--- src/shared/rmp_pkg.sv ---
// Shared constants, field layouts and the prescaler code table for the reference monitor block
package rmp_pkg;

  // ----------------------------------------------------------------
  // Register offsets
  // ----------------------------------------------------------------
  localparam logic [7:0] OFS_RATE_MULT_LO = 8'h71;
  localparam logic [7:0] OFS_RATE_MULT_HI = 8'h72;
  localparam logic [7:0] OFS_PERIOD_HIGH = 8'h74;
  localparam logic [7:0] OFS_FREQ_LOW_LO = 8'h75;
  localparam logic [7:0] OFS_FREQ_LOW_HI = 8'h76;
  localparam logic [7:0] OFS_FREQ_HIGH_LO = 8'h77;
  localparam logic [7:0] OFS_FREQ_HIGH_HI = 8'h78;
  localparam logic [7:0] OFS_CYCLE_COUNT = 8'h79;
  localparam logic [7:0] OFS_PREDIVIDE = 8'h7A;
  localparam logic [7:0] OFS_PRESCALE = 8'h7B;
  localparam logic [7:0] OFS_MON_STATUS = 8'h7C;

  // ----------------------------------------------------------------
  // Reset values and field positions
  // ----------------------------------------------------------------
  localparam logic [7:0] RST_BYTE = 8'h00;
  localparam logic [15:0] RST_WORD = 16'h0000;
  localparam int PREDIV_EN_BIT = 0;
  localparam int REF0_LSB = 0;
  localparam int REF1_LSB = 4;
  localparam int PRESCALE_W = 4;
  localparam int MULT_HI_W = 6;
  localparam int STAT_PERIOD_BIT = 0;
  localparam int STAT_FREQ_BIT = 1;
  localparam logic [1:0] PREDIV_LAST = 2'h3;

  // ----------------------------------------------------------------
  // Prescaler codes and edge modulus
  // ----------------------------------------------------------------
  localparam logic [3:0] CODE_DIV_1P5 = 4'hA;
  localparam logic [3:0] CODE_DIV_2P5 = 4'hC;
  localparam logic [3:0] CODE_INT_LAST = 4'h7;
  localparam logic [4:0] MOD_DIV_1 = 5'h02;
  localparam logic [4:0] MOD_DIV_1P5 = 5'h03;
  localparam logic [4:0] MOD_DIV_2P5 = 5'h05;

  // Number of input edges (both polarities) per output period
  function automatic logic [4:0] prescale_modulus(input logic [3:0] code);
    logic [4:0] m;
    m = MOD_DIV_1;
    if (code <= CODE_INT_LAST) begin
      m = 5'({code, 1'b0} + 5'h02);
    end else if (code == CODE_DIV_1P5) begin
      m = MOD_DIV_1P5;
    end else if (code == CODE_DIV_2P5) begin
      m = MOD_DIV_2P5;
    end
    return m;
  endfunction : prescale_modulus

endpackage : rmp_pkg

--- src/rtl/rmp_edge_detect.sv ---
// Rising and falling edge pulse detector for a clock-synchronous input
`timescale 1ns/10ps
module rmp_edge_detect (
  // Clock and reset
  input wire logic clk,
  input wire logic sys_rst,
  // Sampled level and edge pulses
  input wire logic level_in,
  output logic rise_pulse,
  output logic fall_pulse
);

  typedef struct packed {
    logic prev;
    logic rise;
    logic fall;
  } rmp_edge_state_type;

  rmp_edge_state_type state_reg;
  rmp_edge_state_type state_next;

  always_comb begin
    state_next = state_reg;
    state_next.prev = level_in;
    state_next.rise = level_in & ~state_reg.prev;
    state_next.fall = ~level_in & state_reg.prev;
  end

  always_ff @(posedge clk) begin
    if (sys_rst) begin
      state_reg <= '0;
    end else begin
      state_reg <= state_next;
    end
  end

  assign rise_pulse = state_reg.rise;
  assign fall_pulse = state_reg.fall;

endmodule : rmp_edge_detect

--- src/rtl/rmp_prescaler.sv ---
// One reference prescaler: integer 1..8 or fractional 1.5 / 2.5 division
`timescale 1ns/10ps
module rmp_prescaler (
  // Clock and reset
  input wire logic clk,
  input wire logic sys_rst,
  // Ratio code and reference
  input wire logic [3:0] ratio_code,
  input wire logic ref_in,
  // Divided reference
  output logic ref_out
);

  typedef struct packed {
    logic prev;
    logic [4:0] edge_cnt;
    logic out;
  } rmp_pre_state_type;

  rmp_pre_state_type state_reg;
  rmp_pre_state_type state_next;
  logic [4:0] modulus;

  always_comb begin
    state_next = state_reg;
    // Counting both edges lets 1.5 and 2.5 come out as 3 and 5 half periods
    modulus = rmp_pkg::prescale_modulus(ratio_code);
    state_next.prev = ref_in;
    if (ref_in != state_reg.prev) begin
      // A shrinking ratio may leave the count past the end; wrap at once
      if (state_reg.edge_cnt >= 5'(modulus - 5'h01)) begin
        state_next.edge_cnt = 5'h00;
      end else begin
        state_next.edge_cnt = 5'(state_reg.edge_cnt + 5'h01);
      end
      state_next.out = (state_next.edge_cnt < {1'b0, modulus[4:1]});
    end
  end

  always_ff @(posedge clk) begin
    if (sys_rst) begin
      state_reg <= '0;
    end else begin
      state_reg <= state_next;
    end
  end

  assign ref_out = state_reg.out;

endmodule : rmp_prescaler

--- src/rtl/rmp_ref_monitor.sv ---
// Custom B reference monitor configuration, period and frequency checks, and prescalers
`timescale 1ns/10ps
module rmp_ref_monitor #(
  // Counter widths in clk cycles
  parameter int PERIOD_CNT_W = 9,
  parameter int FREQ_CNT_W = 16
) (
  // Clock and reset
  input wire logic clk,
  input wire logic sys_rst,
  // Byte register port from the serial control interface
  // A read and a write in the same cycle return the old value
  input wire logic [7:0] reg_addr,
  input wire logic [7:0] reg_wdata,
  input wire logic reg_wr,
  input wire logic reg_rd,
  output logic [7:0] reg_rdata,
  output logic reg_rvalid,
  // Reference pins
  input wire logic mon_ref_in,
  input wire logic ref0_in,
  input wire logic ref1_in,
  // Divided references
  output logic ref0_scaled,
  output logic ref1_scaled,
  // Monitor results and configured rate
  output logic period_fail,
  output logic freq_fail,
  output logic [15:0] freq_count,
  output logic [13:0] custom_b_rate_multiplier
);

  // ----------------------------------------------------------------
  // State
  // ----------------------------------------------------------------
  typedef struct packed {
    // Configuration registers
    logic [7:0] mult_lo;
    logic [5:0] mult_hi;
    logic [7:0] period_high;
    logic [7:0] low_lo;
    logic [7:0] low_hi;
    logic [7:0] high_lo;
    logic [7:0] high_hi;
    logic [7:0] cycle;
    logic predivide;
    logic [7:0] prescale;
    // Read port
    logic [7:0] rdata;
    logic rvalid;
    // Period check
    logic [PERIOD_CNT_W-1:0] per_cnt;
    logic per_seen;
    logic period_fail;
    // Frequency window
    logic [1:0] pre_cnt;
    logic win_run;
    logic [7:0] ev_cnt;
    logic [FREQ_CNT_W-1:0] clk_cnt;
    logic [15:0] freq_count;
    logic freq_fail;
  } rmp_mon_state_type;

  rmp_mon_state_type state_reg;
  rmp_mon_state_type state_next;

  logic mon_rise;
  logic mon_event;
  logic [15:0] low_bound;
  logic [15:0] high_bound;
  logic [PERIOD_CNT_W-1:0] per_limit;
  logic [FREQ_CNT_W-1:0] cnt_step;
  logic [15:0] win_total;
  logic win_below;
  logic win_above;

  // ----------------------------------------------------------------
  // Reference edge detection
  // ----------------------------------------------------------------
  rmp_edge_detect u_mon_edge (
    .clk(clk),
    .sys_rst(sys_rst),
    .level_in(mon_ref_in),
    .rise_pulse(mon_rise),
    .fall_pulse()
  );

  // ----------------------------------------------------------------
  // Prescalers
  // ----------------------------------------------------------------
  rmp_prescaler u_ref0_prescale (
    .clk(clk),
    .sys_rst(sys_rst),
    .ratio_code(state_reg.prescale[rmp_pkg::REF0_LSB +: rmp_pkg::PRESCALE_W]),
    .ref_in(ref0_in),
    .ref_out(ref0_scaled)
  );

  rmp_prescaler u_ref1_prescale (
    .clk(clk),
    .sys_rst(sys_rst),
    .ratio_code(state_reg.prescale[rmp_pkg::REF1_LSB +: rmp_pkg::PRESCALE_W]),
    .ref_in(ref1_in),
    .ref_out(ref1_scaled)
  );

  // ----------------------------------------------------------------
  // Next state
  // ----------------------------------------------------------------
  always_comb begin
    state_next = state_reg;
    low_bound = {state_reg.low_hi, state_reg.low_lo};
    high_bound = {state_reg.high_hi, state_reg.high_lo};
    per_limit = PERIOD_CNT_W'(state_reg.period_high);
    cnt_step = FREQ_CNT_W'(1);
    mon_event = 1'b0;
    // Count of a window that closes on this edge, and its bound checks
    win_total = 16'(state_reg.clk_cnt + cnt_step);
    win_below = (win_total < low_bound);
    win_above = (win_total > high_bound);

    // ----------------------------------------------------------------
    // Register writes
    // ----------------------------------------------------------------
    if (reg_wr) begin
      case (reg_addr)
        rmp_pkg::OFS_RATE_MULT_LO: begin
          state_next.mult_lo = reg_wdata;
        end
        rmp_pkg::OFS_RATE_MULT_HI: begin
          state_next.mult_hi = reg_wdata[rmp_pkg::MULT_HI_W-1:0];
        end
        rmp_pkg::OFS_PERIOD_HIGH: begin
          state_next.period_high = reg_wdata;
        end
        rmp_pkg::OFS_FREQ_LOW_LO: begin
          state_next.low_lo = reg_wdata;
        end
        rmp_pkg::OFS_FREQ_LOW_HI: begin
          state_next.low_hi = reg_wdata;
        end
        rmp_pkg::OFS_FREQ_HIGH_LO: begin
          state_next.high_lo = reg_wdata;
        end
        rmp_pkg::OFS_FREQ_HIGH_HI: begin
          state_next.high_hi = reg_wdata;
        end
        rmp_pkg::OFS_CYCLE_COUNT: begin
          state_next.cycle = reg_wdata;
        end
        rmp_pkg::OFS_PREDIVIDE: begin
          state_next.predivide = reg_wdata[rmp_pkg::PREDIV_EN_BIT];
        end
        rmp_pkg::OFS_PRESCALE: begin
          state_next.prescale = reg_wdata;
        end
        default: begin
          // Unmapped offsets and the read-only status byte ignore writes
        end
      endcase
    end

    // ----------------------------------------------------------------
    // Register reads, answered one cycle later; reserved bits read zero
    // ----------------------------------------------------------------
    state_next.rvalid = reg_rd;
    state_next.rdata = rmp_pkg::RST_BYTE;
    if (reg_rd) begin
      case (reg_addr)
        rmp_pkg::OFS_RATE_MULT_LO: begin
          state_next.rdata = state_reg.mult_lo;
        end
        rmp_pkg::OFS_RATE_MULT_HI: begin
          state_next.rdata = {2'h0, state_reg.mult_hi};
        end
        rmp_pkg::OFS_PERIOD_HIGH: begin
          state_next.rdata = state_reg.period_high;
        end
        rmp_pkg::OFS_FREQ_LOW_LO: begin
          state_next.rdata = state_reg.low_lo;
        end
        rmp_pkg::OFS_FREQ_LOW_HI: begin
          state_next.rdata = state_reg.low_hi;
        end
        rmp_pkg::OFS_FREQ_HIGH_LO: begin
          state_next.rdata = state_reg.high_lo;
        end
        rmp_pkg::OFS_FREQ_HIGH_HI: begin
          state_next.rdata = state_reg.high_hi;
        end
        rmp_pkg::OFS_CYCLE_COUNT: begin
          state_next.rdata = state_reg.cycle;
        end
        rmp_pkg::OFS_PREDIVIDE: begin
          state_next.rdata = {7'h00, state_reg.predivide};
        end
        rmp_pkg::OFS_PRESCALE: begin
          state_next.rdata = state_reg.prescale;
        end
        rmp_pkg::OFS_MON_STATUS: begin
          state_next.rdata[rmp_pkg::STAT_PERIOD_BIT] = state_reg.period_fail;
          state_next.rdata[rmp_pkg::STAT_FREQ_BIT] = state_reg.freq_fail;
        end
        default: begin
          state_next.rdata = rmp_pkg::RST_BYTE;
        end
      endcase
    end

    // ----------------------------------------------------------------
    // Single-cycle period check on the undivided reference, in clk cycles
    // ----------------------------------------------------------------
    if (mon_rise) begin
      // The first rise after reset only arms the check
      if (state_reg.per_seen) begin
        state_next.period_fail = (state_reg.per_cnt > per_limit);
      end
      state_next.per_seen = 1'b1;
      state_next.per_cnt = '0;
    end else begin
      // Saturating, so a dead reference cannot wrap back into range
      if (state_reg.per_cnt != '1) begin
        state_next.per_cnt = PERIOD_CNT_W'(state_reg.per_cnt + 1'b1);
      end
      // A stopped reference must fail without waiting for an edge
      if (state_reg.per_seen && (state_reg.per_cnt > per_limit)) begin
        state_next.period_fail = 1'b1;
      end
    end

    // ----------------------------------------------------------------
    // Optional divide-by-four ahead of the frequency count
    // ----------------------------------------------------------------
    if (mon_rise) begin
      if (state_reg.predivide) begin
        state_next.pre_cnt = 2'(state_reg.pre_cnt + 2'h1);
        mon_event = (state_reg.pre_cnt == rmp_pkg::PREDIV_LAST);
      end else begin
        state_next.pre_cnt = 2'h0;
        mon_event = 1'b1;
      end
    end

    // ----------------------------------------------------------------
    // Frequency count: clk cycles spanned by cycle+1 reference events
    // ----------------------------------------------------------------
    if (state_reg.clk_cnt != '1) begin
      state_next.clk_cnt = FREQ_CNT_W'(state_reg.clk_cnt + cnt_step);
    end
    if (mon_event) begin
      if (!state_reg.win_run) begin
        state_next.win_run = 1'b1;
        state_next.ev_cnt = rmp_pkg::RST_BYTE;
        state_next.clk_cnt = '0;
      end else if (state_reg.ev_cnt >= state_reg.cycle) begin
        // Closing event opens the next window, so no reference cycle is skipped;
        // a cycle value lowered mid-window closes here instead of wrapping past 255
        state_next.freq_count = win_total;
        state_next.freq_fail = win_below || win_above;
        state_next.ev_cnt = rmp_pkg::RST_BYTE;
        state_next.clk_cnt = '0;
      end else begin
        state_next.ev_cnt = 8'(state_reg.ev_cnt + 8'h01);
      end
    end else if (state_reg.win_run && (16'(state_reg.clk_cnt) > high_bound)) begin
      // Too slow is already certain before the window closes
      state_next.freq_fail = 1'b1;
    end
  end

  // ----------------------------------------------------------------
  // State register
  // ----------------------------------------------------------------
  always_ff @(posedge clk) begin
    if (sys_rst) begin
      state_reg <= '0;
    end else begin
      state_reg <= state_next;
    end
  end

  // ----------------------------------------------------------------
  // Outputs
  // ----------------------------------------------------------------
  assign reg_rdata = state_reg.rdata;
  assign reg_rvalid = state_reg.rvalid;
  assign period_fail = state_reg.period_fail;
  assign freq_fail = state_reg.freq_fail;
  assign freq_count = state_reg.freq_count;
  assign custom_b_rate_multiplier = {state_reg.mult_hi, state_reg.mult_lo};

endmodule : rmp_ref_monitor

--- config.mk ---
export PLATFORM = sky130hd
export DESIGN_NAME = rmp_ref_monitor
export DESIGN_NICKNAME = d
export VERILOG_FILES = /design/src/shared/rmp_pkg.sv /design/src/rtl/rmp_edge_detect.sv /design/src/rtl/rmp_prescaler.sv /design/src/rtl/rmp_ref_monitor.sv
export SDC_FILE = /design/constraint.sdc
export NUM_CORES = 1
export LEC_CHECK = 0
export ABC_AREA = 1
export BUFFER_PORTS_ARGS = -buffer_cell sky130_fd_sc_hd__buf_2
export CORE_MARGIN = 2
export CORE_UTILIZATION = 45
export DETAILED_ROUTE_END_ITERATION = 8
export GPL_TIMING_DRIVEN = 0
export PLACE_DENSITY = 0.65
export SLEW_MARGIN = 20
export SYNTH_ARGS = -nofsm -noshare
export SYNTH_HDL_FRONTEND = slang
export SYNTH_SLANG_ARGS = --single-unit
--- constraint.sdc ---
create_clock -name clk -period 3.5 [get_ports clk]
set_clock_uncertainty 0.05 [all_clocks]
set_input_delay 0.175 -clock clk [delete_from_list [all_inputs] [get_ports clk]]
set_output_delay 0.175 -clock clk [all_outputs]
set_load 0.03 [all_outputs]
# Yosys cells after proc, flatten, opt, wreduce, memory -nomap -nowiden
# Index checks and enable logic that the tools add are counted.
# totals
reg_bits,151
in_bits,23
out_inout_bits,43
elab_cells,122
# classes
n_addsub,10
order_cmp,11
eq_ne,23
n_mux,26
bitwise_logic,3
reduce_logical,20
# ops
cell,count
8-bit by 7-bit == test with 1-bit output (second input constant),11
6-bit case mux with 9 select lines,1
5-bit two-way mux,8
33-bit two-way mux,1
16-bit greater-than comparator,2
32-bit two-way mux,1
24-bit two-way mux,1
2-bit case mux with 11 select lines,1
2-bit AND reduction,11
17-bit two-way mux,1
16-bit by 1-bit adder with 16-bit output (second input constant),1
4-bit == test (second input constant),4
16-bit less-than comparator,1
16-bit two-way mux,1
16-bit inequality test (second input constant),1
5-bit by 1-bit adder with 5-bit output (second input constant),2
5-bit by 2-bit adder with 5-bit output (second input constant),2
5-bit greater-or-equal comparator,2
5-bit by 4-bit less-than comparator with 1-bit output,2
5-bit by 1-bit subtractor with 5-bit output (second input constant),2
9-bit by 1-bit adder with 9-bit output (second input constant),1
9-bit by 8-bit greater-than comparator with 1-bit output,1
9-bit inequality test (second input constant),1
8-bit by 1-bit adder with 8-bit output (second input constant),1
18 further kinds,33

# Depth between registers and ports, before layout
# Gate-level depths: netlist of run 1.
# logic_depth
depth_word,9
ltp_mapped,22
mapped_depth_nobuf,22

# Hierarchy
# Synthesis of run 1 repeated with hierarchy kept, for this count alone.
# hier_totals
cells_unflattened,1268
area_unflattened_um2,9178.8
# modules_own_cells
mod,instances,cells_per_inst,area_each_um2,seq_area_each_um2
rmp_ref_monitor,1,1057,7712.4,2702.6
rmp_prescaler,2,101,689.4,140.1
rmp_edge_detect,1,9,87.6,60.1

# Worst setup path before layout of run 1
# Ideal clock, no wire load.
# synth_timing
kind,reg2reg
start,reg state_reg[64] (netlist name)
end,"reg u_ref0_prescale.state_reg, in the netlist u_ref0_prescale.ref_out"
setup_time_ps,70
arrival_ps,2668
required_ps,3380
slack_ps,712
path_stages_with_launch,20
path_buffers,0
synth_period_minus_slack_ps,2788
cell_sequence,dfxtp_1 > inv_1 > ha_1 > nor2_1 > nand2_1 > xnor2_1 > ha_1 > nand2_1 > nor2_1 > nand2_1 > nand3_1 > inv_1 > o21ai_0 > a21oi_1 > ha_1 > a21oi_1 > o211ai_1 > inv_1 > nand3_1 > a21oi_1
# synth_via
elab_chain_len,9
word_cells_on_any_way,12
cone_classes,add/sub: 2; order compare: 3; eq/ne: 2; mux: 5
# synth_rtl
item,line_no,source
start: declaration,rmp_ref_monitor.sv:64,rmp_mon_state_type state_reg;
start signal: assignment,rmp_ref_monitor.sv:278,state_reg <= state_next;
branches (longest 3 deep; another with 5-bit by 2-bit adder with 5-bit output),n/a,
5-bit two-way mux *,rmp_pkg.sv:47,if (code <= CODE_INT_LAST) begin
5-bit by 1-bit subtractor with 5-bit output,rmp_prescaler.sv:31,if (state_reg.edge_cnt >= 5'(modulus - 5'h01)) begin
5-bit greater-or-equal comparator,rmp_prescaler.sv:31,
5-bit two-way mux,rmp_prescaler.sv:31,
5-bit two-way mux,rmp_prescaler.sv:29,if (ref_in != state_reg.prev) begin
5-bit by 4-bit less-than comparator with 1-bit output *,rmp_prescaler.sv:36,"state_next.out = (state_next.edge_cnt < {1'b0, modulus[4:1]});"
end signal: assignment,rmp_prescaler.sv:44,state_reg <= state_next;
end: declaration,rmp_prescaler.sv:20,rmp_pre_state_type state_reg;
# Every way passes the cells marked *. The select of a mux whose other input is x is not followed.
# A chain may end at the register's enable or synchronous reset.

# Final worst setup path of run 1
# layout_timing
start,reg state_reg[69] (netlist name)
end,"reg u_ref1_prescale.state_reg, in the netlist u_ref1_prescale.ref_out"
# layout_via
elab_chain_len,9
word_cells_on_any_way,12
cone_classes,add/sub: 2; order compare: 3; eq/ne: 2; mux: 5
# layout_rtl
item,line_no
branches (longest 3 deep; another with 5-bit by 2-bit adder with 5-bit output),n/a
5-bit two-way mux *,rmp_pkg.sv:47
5-bit by 1-bit subtractor with 5-bit output,rmp_prescaler.sv:31
5-bit greater-or-equal comparator,rmp_prescaler.sv:31
5-bit two-way mux,rmp_prescaler.sv:31
5-bit two-way mux,rmp_prescaler.sv:29
5-bit by 4-bit less-than comparator with 1-bit output *,rmp_prescaler.sv:36
end signal: assignment,rmp_prescaler.sv:44
end: declaration,rmp_prescaler.sv:20
# Marked as above.

==> reports/results.ini, run 1 <==
[worst_hold_path]
min_from = reg_wdata[6]
worstHoldPathType = primary input to flop
worstHoldPathCells = 3
hold_end = per_limit[6]

[synthesis]
ys_seq_elements = 151
syn_nets = 1346
ys_async_sr_fraction_pct = 0
synth_area_per_cell_um2 = 7.37
synth_warnings = 0
ys_types = 48
synth_ff_type = dfxtp_1
syn_inst = 1231
seq_area_frac_synth_pct = 33.3
netlist_area_um2 = 9070
synth-edff-count = 0

[pwr]
power_density_nw_per_um2 = 381
ir_drop_mv = 0.286
p_leak_nw = 4.62
fin_total_pwr_mw = 3.92

[timing]
hold_viol = 0
finalCritPeriodShare_pct = 91.8
worst_slew_pin_slew_ns = 0.860
setup_violations = 0
max_slew_margin_pct = 42.6
fmax_mhz = 311
fin_tns_setup_ns = 0
slew_viol_final = 0
period_needed_ns = 3.21

[clocking]
numCtsBuffers = 17
clkSinkCount = 151
h-tree-depth = 4
postCtsSetupRepairBufs = 0
clk_latency_ns = 0.43
clock-root-buffer = clkbuf_16
clockBufferDepth = 2
cts.clk_slew.worst_paths_ns = 0.06
cts_tree = done

[setup_path]
critPathSlowestCell = dfxtp_1
timing.rr.start = state_reg[69]
reg2reg_slack_ns = 0.29
arrival_ns = 3.51
cp.required_ns = 3.80
slowest_delay_ns = 0.34
crit_fanout = 4
worst_setup_path_start_kind = flop
critPathKind = flop to flop
regToRegEndpoint = u_ref1_prescale.ref_out
worst-path-buf-inv = 5
cp-end-kind = flop
path_cells = inv_1 > ha_1 > inv_1 > nor3_2 > o21bai_1 > inv_1 > nor2_1 > a21oi_1 > ha_1 > nand2_1 > nor2_1 > nand2_1 > nand3_1 > inv_1 > o21ai_0 > a21oi_1 > ha_1 > a21oi_1 > o211ai_1 > inv_1 > nand3_1 > a21oi_1
crit_top_cell = inv_1
path_delay_family = compound AO/OA/AOI/OAI gates
reg2regPathDepth = 22

[floorplanning]
die_h_um = 146
core-area_um2 = 19700
die-area_um2 = 21300
die_w_um = 146
initial_core_util_pct = 46.2
rows = 51
top_level_ports = 66

[cells_and_area]
fin_cells = 1592
nNetsFinal = 1429
drive_above_1_share_pct = 15.2
layout_common_cells = 167 x nand2_1, 166 x inv_1, 151 x dfxtp_1
antennaDiodeCount = 0
final_common_cell = nand2_1
syn_to_final_growth_pct = 13.5
largest_reg_flops = 54
final_area_um2 = 10300

[global_routing]
grt_pass1_wl_um = 39500
grt_pass1_vias = 7516
gr-usage-all-layers_pct = 23.5
grt-ovfl-total = 0
grt_max_degree = 17
antenna_found_initial = 0

[detailed_routing]
drtAntennaViolNets = 0
drt-pass1-iter-count = 5
wl_per_cell_um = 15.8
drt_wl_total_um = 25100
drc = 0
drtIter0Drc = 600
dr_total_vias = 8246
vias_per_cell = 5.18

[run_status]
status = complete, no violations

[placement]
io_buffers = 61
dpl.cell_count = 1557
hpwl_um = 19400
finalWeightedCongestion = 0.941
place_area_um2 = 9710

[flow_run]
drv_cap = 0

-- worst max path at each step --
stage / startpoint / to / slack, ns / cells after the start
floorplan: state_reg[64] / u_ref0_prescale.ref_out / 0.71 / 19
global placement: state_reg[68] / u_ref1_prescale.ref_out / 0.26 / 22
detailed placement: state_reg[68] / u_ref1_prescale.ref_out / 0.22 / 22
CTS: state_reg[68] / u_ref1_prescale.ref_out / 0.21 / 22
global route: state_reg[69] / u_ref1_prescale.ref_out / -0.02 / 22
finish: state_reg[69] / u_ref1_prescale.ref_out / 0.29 / 22
-- tightest hold or removal path, cell delays in order --
cell and delay, ns:
buf_2 0.18, nor2_1 0.13, a211oi_1 0.05
-- area by class of cell --
class | instances | area, um2
inverter | 177 | 667
clock buffer | 20 | 447
sequential | 151 | 3020
timing repair buffer | 64 | 335
multi-input combinational | 829 | 4910
tap | 265 | 332
buffer | 74 | 488
clock inverter | 12 | 101
fill | 2030 | 9360
-- timing repair --
action / in CTS / in global routing
endpoints found under the setup margin: 0 / 2
hold endpoints to repair: 4 / 0
hold buffers: 3 / 0
resized for setup: 0 / 3
-- layer usage --
metal	global-route usage [%]	vias to the layer above	part of all wire (%)
li1	-	4211	-
met2	35.9	267	43
met3	4.04	31	6.5
met1	33.6	3737	49
met5	0	-	0
met4	8.01	0	1.9
-- kinds of logic (layout without fill, tap and decap cells) --
family	Yosys count	count (layout)	share of synthesized area, %
simple gates	421	421	20.8
compound gates	292	292	18.1
buf+inv	251	347	12.7
flops	151	151	33.3
fa+ha+maj	92	92	12.7
xor+xnor	24	24	2.40
-- synthesized netlist by cell type (5+ instances only) --
cell type	instances	area, um2
buf_2	9	45.0
ha_1	92	1150
nand4_1	14	87.6
a211oi_2	8	100
a21oi_1	126	631
o21bai_1	5	37.5
inv_1	167	627
nand3_1	43	215
inv_2	9	33.8
nor3_1	23	115
xnor2_1	8	70.1
clkbuf_1	14	52.6
nand2_2	11	68.8
nor2_1	140	526
a31oi_1	8	50.1
dfxtp_1	151	3020
o21ai_0	94	470
nand2_1	167	627
buf_4	41	308
o22ai_1	22	138
xor2_1	15	131
a211oi_1	9	67.6
buf_6	6	67.6
-- metrics by stage --
stage	worst slack, ns	util, %	hold slack, ns
2_1_floorplan	0.712	-	0.250
3_3_place_gp	0.256	49.4	0.325
3_5_place_dp	0.222	49.4	0.331
4_1_cts	0.215	52.3	0.0741
5_1_grt	-0.0174	52.4	0.105
6_report	0.286	52.4	0.104
-- where the power goes --
group	internal, mW	switching [mW]	leakage, nW
clock network	0.993	0.740	0.270
logic	0.134	0.273	3.13
registers	1.75	0.0300	1.22
total	2.88	1.04	4.62
No activity file was read; power rests on OpenSTA's default activity.
==> inputs of run 2 (changes only) <==
- CORE_MARGIN: 2 -> unset
- REMOVE_ABC_BUFFERS: unset -> 1
==> run 2 against run 1 <==
Compared with the run above: sequential share of layout area grew 1.3 points; core utilization shrank 2.1 points; routed wire length shrank 6.7%; count of clock-buffer cells in the layout grew 3; die area shrank 2.7%; non-clock buffer count shrank 69; global-route usage grew 0.081 points; register-to-register slack gained 0.03 ns; critical path type unchanged; largest power group is now the clock network; highest routed layer is now met5.
==> reports/results.ini, run 2 (synthesis gave the netlist of run 1 again) <==
[global_routing]
grt_max_degree = 76  ; +59
grt-ovfl-total = 0  ; unchanged
antenna_found_initial = 1  ; +1
grt_pass1_vias = 7147  ; -4.9%
gr-usage-all-layers_pct = 23.6  ; +0.081 points
grt_pass1_wl_um = 37000  ; -6.2%

[timing]
period_needed_ns = 3.18  ; -0.0334 ns
whs_ns = 0.104  ; -0.000349 ns
slew_viol_final = 0  ; unchanged
grt_setup_unrepaired = false
fin_ws_ns = 0.319  ; +0.0334 ns
finalCritPeriodShare_pct = 90.9  ; -0.95 points
worst_slew_pin_slew_ns = 1.05  ; +0.185 ns
fmax_mhz = 314  ; +1.1%
hold_viol = 0  ; unchanged
max_slew_margin_pct = 30.3  ; -12 points
setup_violations = 0  ; unchanged

[setup_path]
cp-end-kind = flop
reg2regPathDepth = 22  ; unchanged
worst_setup_path_start_kind = flop
regToRegEndpoint = u_ref0_prescale.ref_out
reg2reg_slack_ns = 0.32  ; +0.03 ns
critPathKind = flop to flop
timing.rr.start = state_reg[65]
arrival_ns = 3.47  ; -0.04 ns
cp.required_ns = 3.79  ; about the same
crit_fanout = 4  ; unchanged

[flow_run]
drv_cap = 0  ; unchanged

[cells_and_area]
final_common_cell = nand2_1
nNetsFinal = 1360  ; -4.8%
fillerInstances = 1925  ; -5.2%
postLayoutCoreUtil_pct = 50.3  ; -2.1 points
register_area_um2 = 3020  ; about the same
multi_input_area_um2 = 4900  ; about the same
antennaDiodeCount = 0  ; unchanged
drive_above_1_share_pct = 11.9  ; -3.3 points
syn_to_final_growth_pct = 8.67
layout_common_cells = 167 x nand2_1, 164 x inv_1, 150 x dfxtp_1
largest_reg_flops = 54  ; unchanged

[detailed_routing]
wl_per_cell_um = 15.4  ; -2.4%
drtAntennaViolNets = 0  ; unchanged
drtIter0Drc = 455  ; -24%
vias_per_cell = 5.17  ; -0.25%
drt_wl_total_um = 23400  ; -6.7%
drc = 0  ; unchanged
drt-pass1-iter-count = 5  ; unchanged
dr_total_vias = 7864  ; -4.6%

[pwr]
fin_total_pwr_mw = 3.95  ; +0.78%
p_leak_nw = 4.34  ; -6.1%
switching_share_pct = 25.2  ; -1.4 points
p_comb_share_pct = 9.6  ; -0.8 points
pwr-share-seq_pct = 45.0  ; -0.4 points
ir_drop_mv = 0.264  ; -7.6%
switchingPower_mw = 0.995  ; -4.6%
clock_power_share_pct = 45.4  ; +1.2 points
p_int_mw = 2.96  ; +2.7%
power_density_nw_per_um2 = 401  ; +5.3%

[floorplanning]
rows = 51  ; unchanged
die_h_um = 144  ; -1.4%
initial_core_util_pct = 46.3  ; +0.15 points
die-area_um2 = 20700  ; -2.7%
die_w_um = 144  ; -1.4%
top_level_ports = 66  ; unchanged
core-area_um2 = 19600  ; -0.32%

[clocking]
postCtsSetupRepairBufs = 0  ; unchanged
clk_latency_ns = 0.42  ; about the same
h-tree-depth = 4  ; unchanged
clockBufferDepth = 2  ; unchanged
numCtsBuffers = 17  ; unchanged
clkSinkCount = 151  ; unchanged
clock-root-buffer = clkbuf_16
cts.clk_slew.worst_paths_ns = 0.06  ; about the same
cts_tree = done

[worst_hold_path]
worstHoldPathCells = 3  ; unchanged
worstHoldPathType = primary input to flop
min_from = reg_wdata[3]
hold_end = per_limit[3]

[run_status]
status = complete, no violations

[placement]
hpwl_um = 17300  ; -11%
finalWeightedCongestion = 0.914  ; -2.9%
io_buffers = 65  ; +6.6%
dp_slack_ns = 0.298  ; +0.0760 ns

==> run 2: cell types whose count changed in the layout (fill, tap and decap cells not counted), moves of 2 or more <==
cell      before  now
buf_4         41    0
clkbuf_1      16    4
buf_6          6    0
buf_2         70   65
buf_1          4    0
clkinv_2       6    3
inv_1        166  164
inv_6          2    0
==> run 2: layout make-up <==
| class | count | area share, % |
|---|---|---|
| clock buffers | 23 | 4.75 |
| repair buffers | 69 | 3.71 |
| inverters | 177 | 6.79 |
| well taps | 265 | 3.36 |
| flip-flops and latches | 151 | 30.7 |
| clock inverters | 8 | 1.00 |
| multi-input cells | 829 | 49.7 |
==> run 2: repair_timing <==
action,CTS,global route
resized for setup,0,5
endpoints found under the setup margin,0,2
hold buffers,4,0
hold endpoints to repair,5,0
==> run 2: routing by layer <==
metal | vias up | routed length, um | global-route usage, %
met5 | - | 13 | 0
met4 | 2 | 370 | 6.72
met3 | 25 | 1150 | 4.14
met2 | 177 | 10500 | 37.7
met1 | 3595 | 11400 | 32.5
li1 | 4065 | - | -
==> run 2: metrics by stage <==
| stage | cell area, um2 | setup TNS [ns] | std cells |
|---|---|---|---|
| CTS | 9850 | 0 | 1522 |
| finish | 9860 | 0 | 1522 |
| global placement | 9240 | -6.26 | 1487 |
| detailed placement | 9250 | 0 | 1487 |
| global route | 9860 | 0 | 1522 |
| floorplan | 8590 | 0 | 1157 |
==> run 2: critical path, stage by stage (launching register included) <==
cell and delay (ns):
dfxtp_2 0.34, inv_1 0.17, ha_1 0.18, inv_1 0.04, nor3_1 0.26, a21o_1 0.13
inv_1 0.05, nor2_1 0.09, nor2_1 0.05, ha_1 0.29, nand2_1 0.07, nor2_1 0.04
nand2_1 0.09, nand3_1 0.11, inv_1 0.10, o21ai_0 0.08, a21oi_1 0.18, ha_1 0.27
a21oi_1 0.16, o211ai_1 0.10, inv_1 0.06, nand3_1 0.07, a21oi_1 0.12
==> run 2: worst max path at each step <==
stage | cells after the start | end | startpoint
after floorplan | 19 | u_ref0_prescale.ref_out | state_reg[64]
after global placement | 4 | state_reg[38] | sys_rst
after detailed placement | 22 | u_ref1_prescale.ref_out | state_reg[68]
after CTS | 19 | u_ref0_prescale.ref_out | state_reg[65]
after global routing | 22 | u_ref0_prescale.ref_out | state_reg[65]
final | 22 | u_ref0_prescale.ref_out | state_reg[65]
==> run 2: power groups by stage <==
stage,registers (mW),clock network (mW),logic [mW]
global placement,1.81,0,0.370
finish,1.78,1.79,0.380
global route,1.78,1.90,0.436
detailed placement,1.82,0,0.374
CTS,1.78,1.82,0.380
floorplan,1.83,0,0.237
==> inputs of run 3 (changes only) <==
- ABC_AREA: 1 -> 0
- CORE_ASPECT_RATIO: unset -> 0.6
- CORE_UTILIZATION: 45 -> 25
- PLACE_DENSITY: 0.65 -> 0.43
==> run 3 against run 2 <==
Compared with the run above: sequential cell count is the same; non-clock buffer count grew 9; global-route usage shrank 8.6 points; combinational power grew 18%; fmax shrank 6.2%; power grew 5.9%; via count shrank 7.3%; critical path depth shrank 4; cell area grew 6.3%; largest cell class unchanged; largest power group unchanged.
==> reports/results.ini, run 3 <==
[run_status]
status = complete, no violations

[timing]
period_needed_ns = 3.39  ; +0.209 ns
fmax_mhz = 295  ; -6.2%
worst_slew_pin_slew_ns = 0.926  ; -0.119 ns
fin_tns_setup_ns = 0  ; unchanged
slew_viol_final = 0  ; unchanged
finalCritPeriodShare_pct = 96.9  ; +6.0 points
max_slew_margin_pct = 37.8  ; +7.5 points
whs_ns = 0.0232  ; -0.0807 ns
setup_violations = 0  ; unchanged
hold_viol = 0  ; unchanged

[detailed_routing]
dr_total_vias = 7290  ; -7.3%
drtAntennaViolNets = 0  ; unchanged
wl_per_cell_um = 17.7  ; +15%
vias_per_cell = 4.70  ; -9.1%
drt-pass1-iter-count = 5  ; unchanged
drtIter0Drc = 521  ; +15%
drc = 0  ; unchanged
drt_wl_total_um = 27400  ; +17%

[floorplanning]
rows = 53  ; +3.9%
top_level_ports = 66  ; unchanged
die_h_um = 150  ; +4.3%
die_w_um = 249  ; +73%
core-area_um2 = 35500  ; +81%
die-area_um2 = 37400  ; +80%
initial_core_util_pct = 25.8  ; -21 points

[clocking]
h-tree-depth = 4  ; unchanged
numCtsBuffers = 17  ; unchanged
clock-root-buffer = clkbuf_16
clk_latency_ns = 0.45  ; +0.03 ns
cts.clk_slew.worst_paths_ns = 0.07  ; about the same
clkSinkCount = 151  ; unchanged
clockBufferDepth = 2  ; unchanged
cts_tree = done

[cells_and_area]
nNetsFinal = 1186  ; -13%
drive_above_1_share_pct = 14.7  ; +2.7 points
layout_common_cells = 146 x dfxtp_1, 139 x nor2_1, 89 x mux2i_1
final_area_um2 = 10500  ; +6.3%
final_common_cell = dfxtp_1
syn_to_final_growth_pct = 14.7
largest_reg_flops = 54  ; unchanged
fin_cells = 1552  ; +2.0%

[setup_path]
cp-startpoint = state_reg[64]
reg2regPathDepth = 18  ; -18%
cp.required_ns = 3.83  ; +0.04 ns
timing.rr.start = state_reg[64]
arrival_ns = 3.72  ; +0.25 ns
critPathKind = flop to flop
crit_fanout = 5  ; +1
cp-end-kind = flop
regToRegEndpoint = u_ref0_prescale.ref_out
worst_setup_path_start_kind = flop
reg2reg_slack_ns = 0.11  ; -0.21 ns
cp-endpoint = u_ref0_prescale.ref_out

[worst_hold_path]
worstHoldPathType = primary input to flop

[synthesis]
synth-edff-count = 0  ; unchanged
synth_area_leader_cell = dfxtp_1
netlist_area_um2 = 9150  ; +0.79%
ys_async_sr_fraction_pct = 0  ; unchanged
synth_ff_type = dfxtp_1
synthTopCellsByArea = dfxtp_1 33%, ha_1 13%, mux2i_1 9.9%
synth_area_per_cell_um2 = 8.60  ; +17%
syn_inst = 1063  ; -14%
synth_warnings = 0  ; unchanged
synth.most_common_cell = dfxtp_1
seq_area_frac_synth_pct = 33.1  ; -0.26 points
ys_seq_elements = 151  ; unchanged
synth_top_area_share_pct = 33.1  ; -0.26 points
synth_commonest_cells = 151 x dfxtp_1, 140 x nor2_1, 92 x ha_1
ys_types = 69  ; +44%

[placement]
place_area_um2 = 9610  ; +4.0%
hpwl_um = 20500  ; +19%
finalWeightedCongestion = 0.802  ; -12%
dpl.cell_count = 1508  ; +1.4%
io_buffers = 65  ; unchanged

[flow_run]
drv_cap = 0  ; unchanged

[pwr]
switchingPower_mw = 1.11  ; +12%
power_density_nw_per_um2 = 399  ; -0.39%
switching_share_pct = 26.6  ; +1.4 points
pwr-share-seq_pct = 42.4  ; -2.6 points
fin_total_pwr_mw = 4.18  ; +5.9%
ir_drop_mv = 0.345  ; +31%
p_comb_share_pct = 10.7  ; +1.1 points
p_leak_nw = 4.32  ; -0.35%
p_int_mw = 3.07  ; +3.9%
clock_power_share_pct = 46.9  ; +1.5 points

[global_routing]
gr-usage-all-layers_pct = 15.0  ; -8.6 points
grt_pass1_vias = 6763  ; -5.4%
grt_pass1_wl_um = 42100  ; +14%
antenna_found_initial = 0  ; -1
grt-ovfl-total = 0  ; unchanged
grt_max_degree = 82  ; +7.9%

-- run 3: cell count changes after synthesis, sizes merged, moves of 17 or more --
cell and change:
nand2 -107, inv -104, mux2i +90, o21ai -70, a21oi -57, clkbuf +23, o22ai -18, nor2b +17
-- run 3: how the worst min path moves through the flow --
| stage | from | endpoint | slack [ns] | cells past startpoint |
|---|---|---|---|---|
| after floorplan | sys_rst | custom_b_rate_multiplier[0] | 0.19 | 1 |
| after global placement | u_mon_edge.state_reg[2] | u_mon_edge.rise_pulse | 0.32 | 1 |
| after detailed placement | u_mon_edge.state_reg[2] | u_mon_edge.rise_pulse | 0.33 | 1 |
| after CTS | sys_rst | low_bound[0] | 0.01 | 2 |
| after global routing | sys_rst | high_bound[2] | 0.03 | 2 |
| final | sys_rst | freq_count[1] | 0.02 | 2 |
-- run 3: power groups by stage --
stage,Combinational [mW],Clock (mW),Sequential [mW]
final,0.447,1.96,1.77
after CTS,0.431,2.03,1.77
after floorplan,0.222,0,1.82
after global routing,0.492,2.11,1.78
after global placement,0.386,0,1.82
after detailed placement,0.394,0,1.82
-- run 3: final cells by class --
type / count / area, um2
fill: 3770 / 25000
sequential: 151 / 3040
clock inverter: 14 / 173
clock buffer: 18 / 439
timing repair buffer: 78 / 463
tap: 467 / 584
multi-input combinational: 750 / 5510
inverter: 73 / 277
antenna: 1 / 2.50
-- run 3: through the flow --
stage                     utilization [%]  worst slack, ns
after floorplan                         -          -0.0200
after CTS                            29.2         -0.00753
after global routing                 29.6          -0.0322
after global placement               26.9           -0.630
after detailed placement             27.1           -0.682
final                                29.6            0.110
-- run 3: repair_timing --
item / 4_1_cts / 5_1_grt
pin swaps: 0 / 14
hold buffers: 4 / 0
endpoints found under the setup margin: 2 / 3
hold endpoints to repair: 4 / 0
resized for setup: 19 / 25
buffers inserted: 5 / 2
-- run 3: logic make-up (layout without fill, tap and decap cells) --
logic type      count (synthesis)  in the layout  share of synthesized area, %
compound gates                178            178                          12.4
fa+ha+maj                      92             92                          12.6
mux                            96             96                          11.2
xor+xnor                       39             39                          3.74
flops                         151            151                          33.1
simple gates                  345            345                          18.6
buf+inv                       162            183                          8.47
other cells                     0              1                             0
-- run 3: worst max-delay path, cell delays in order (launching register included) --
cell,delay (ns)
dfxtp_4,0.36
inv_4,0.05
ha_4,0.14
and2_4,0.16
mux2i_4,0.18
nand2_2,0.07
xnor2_1,0.16
a22o_1,0.17
nand2_2,0.08
ha_4,0.30
nand2_2,0.06
o21a_4,0.24
and2_4,0.17
ha_4,0.20
o21a_1,0.19
o21ai_2,0.16
a21oi_1,0.06
a2111o_1,0.41
a21oi_2,0.13
-- run 3: per-layer routing --
metal	global-route usage [%]	wire, um
met1	23.9	15500
met2	18.2	9800
met4	3.73	208
met5	0	0
met3	4.84	1870
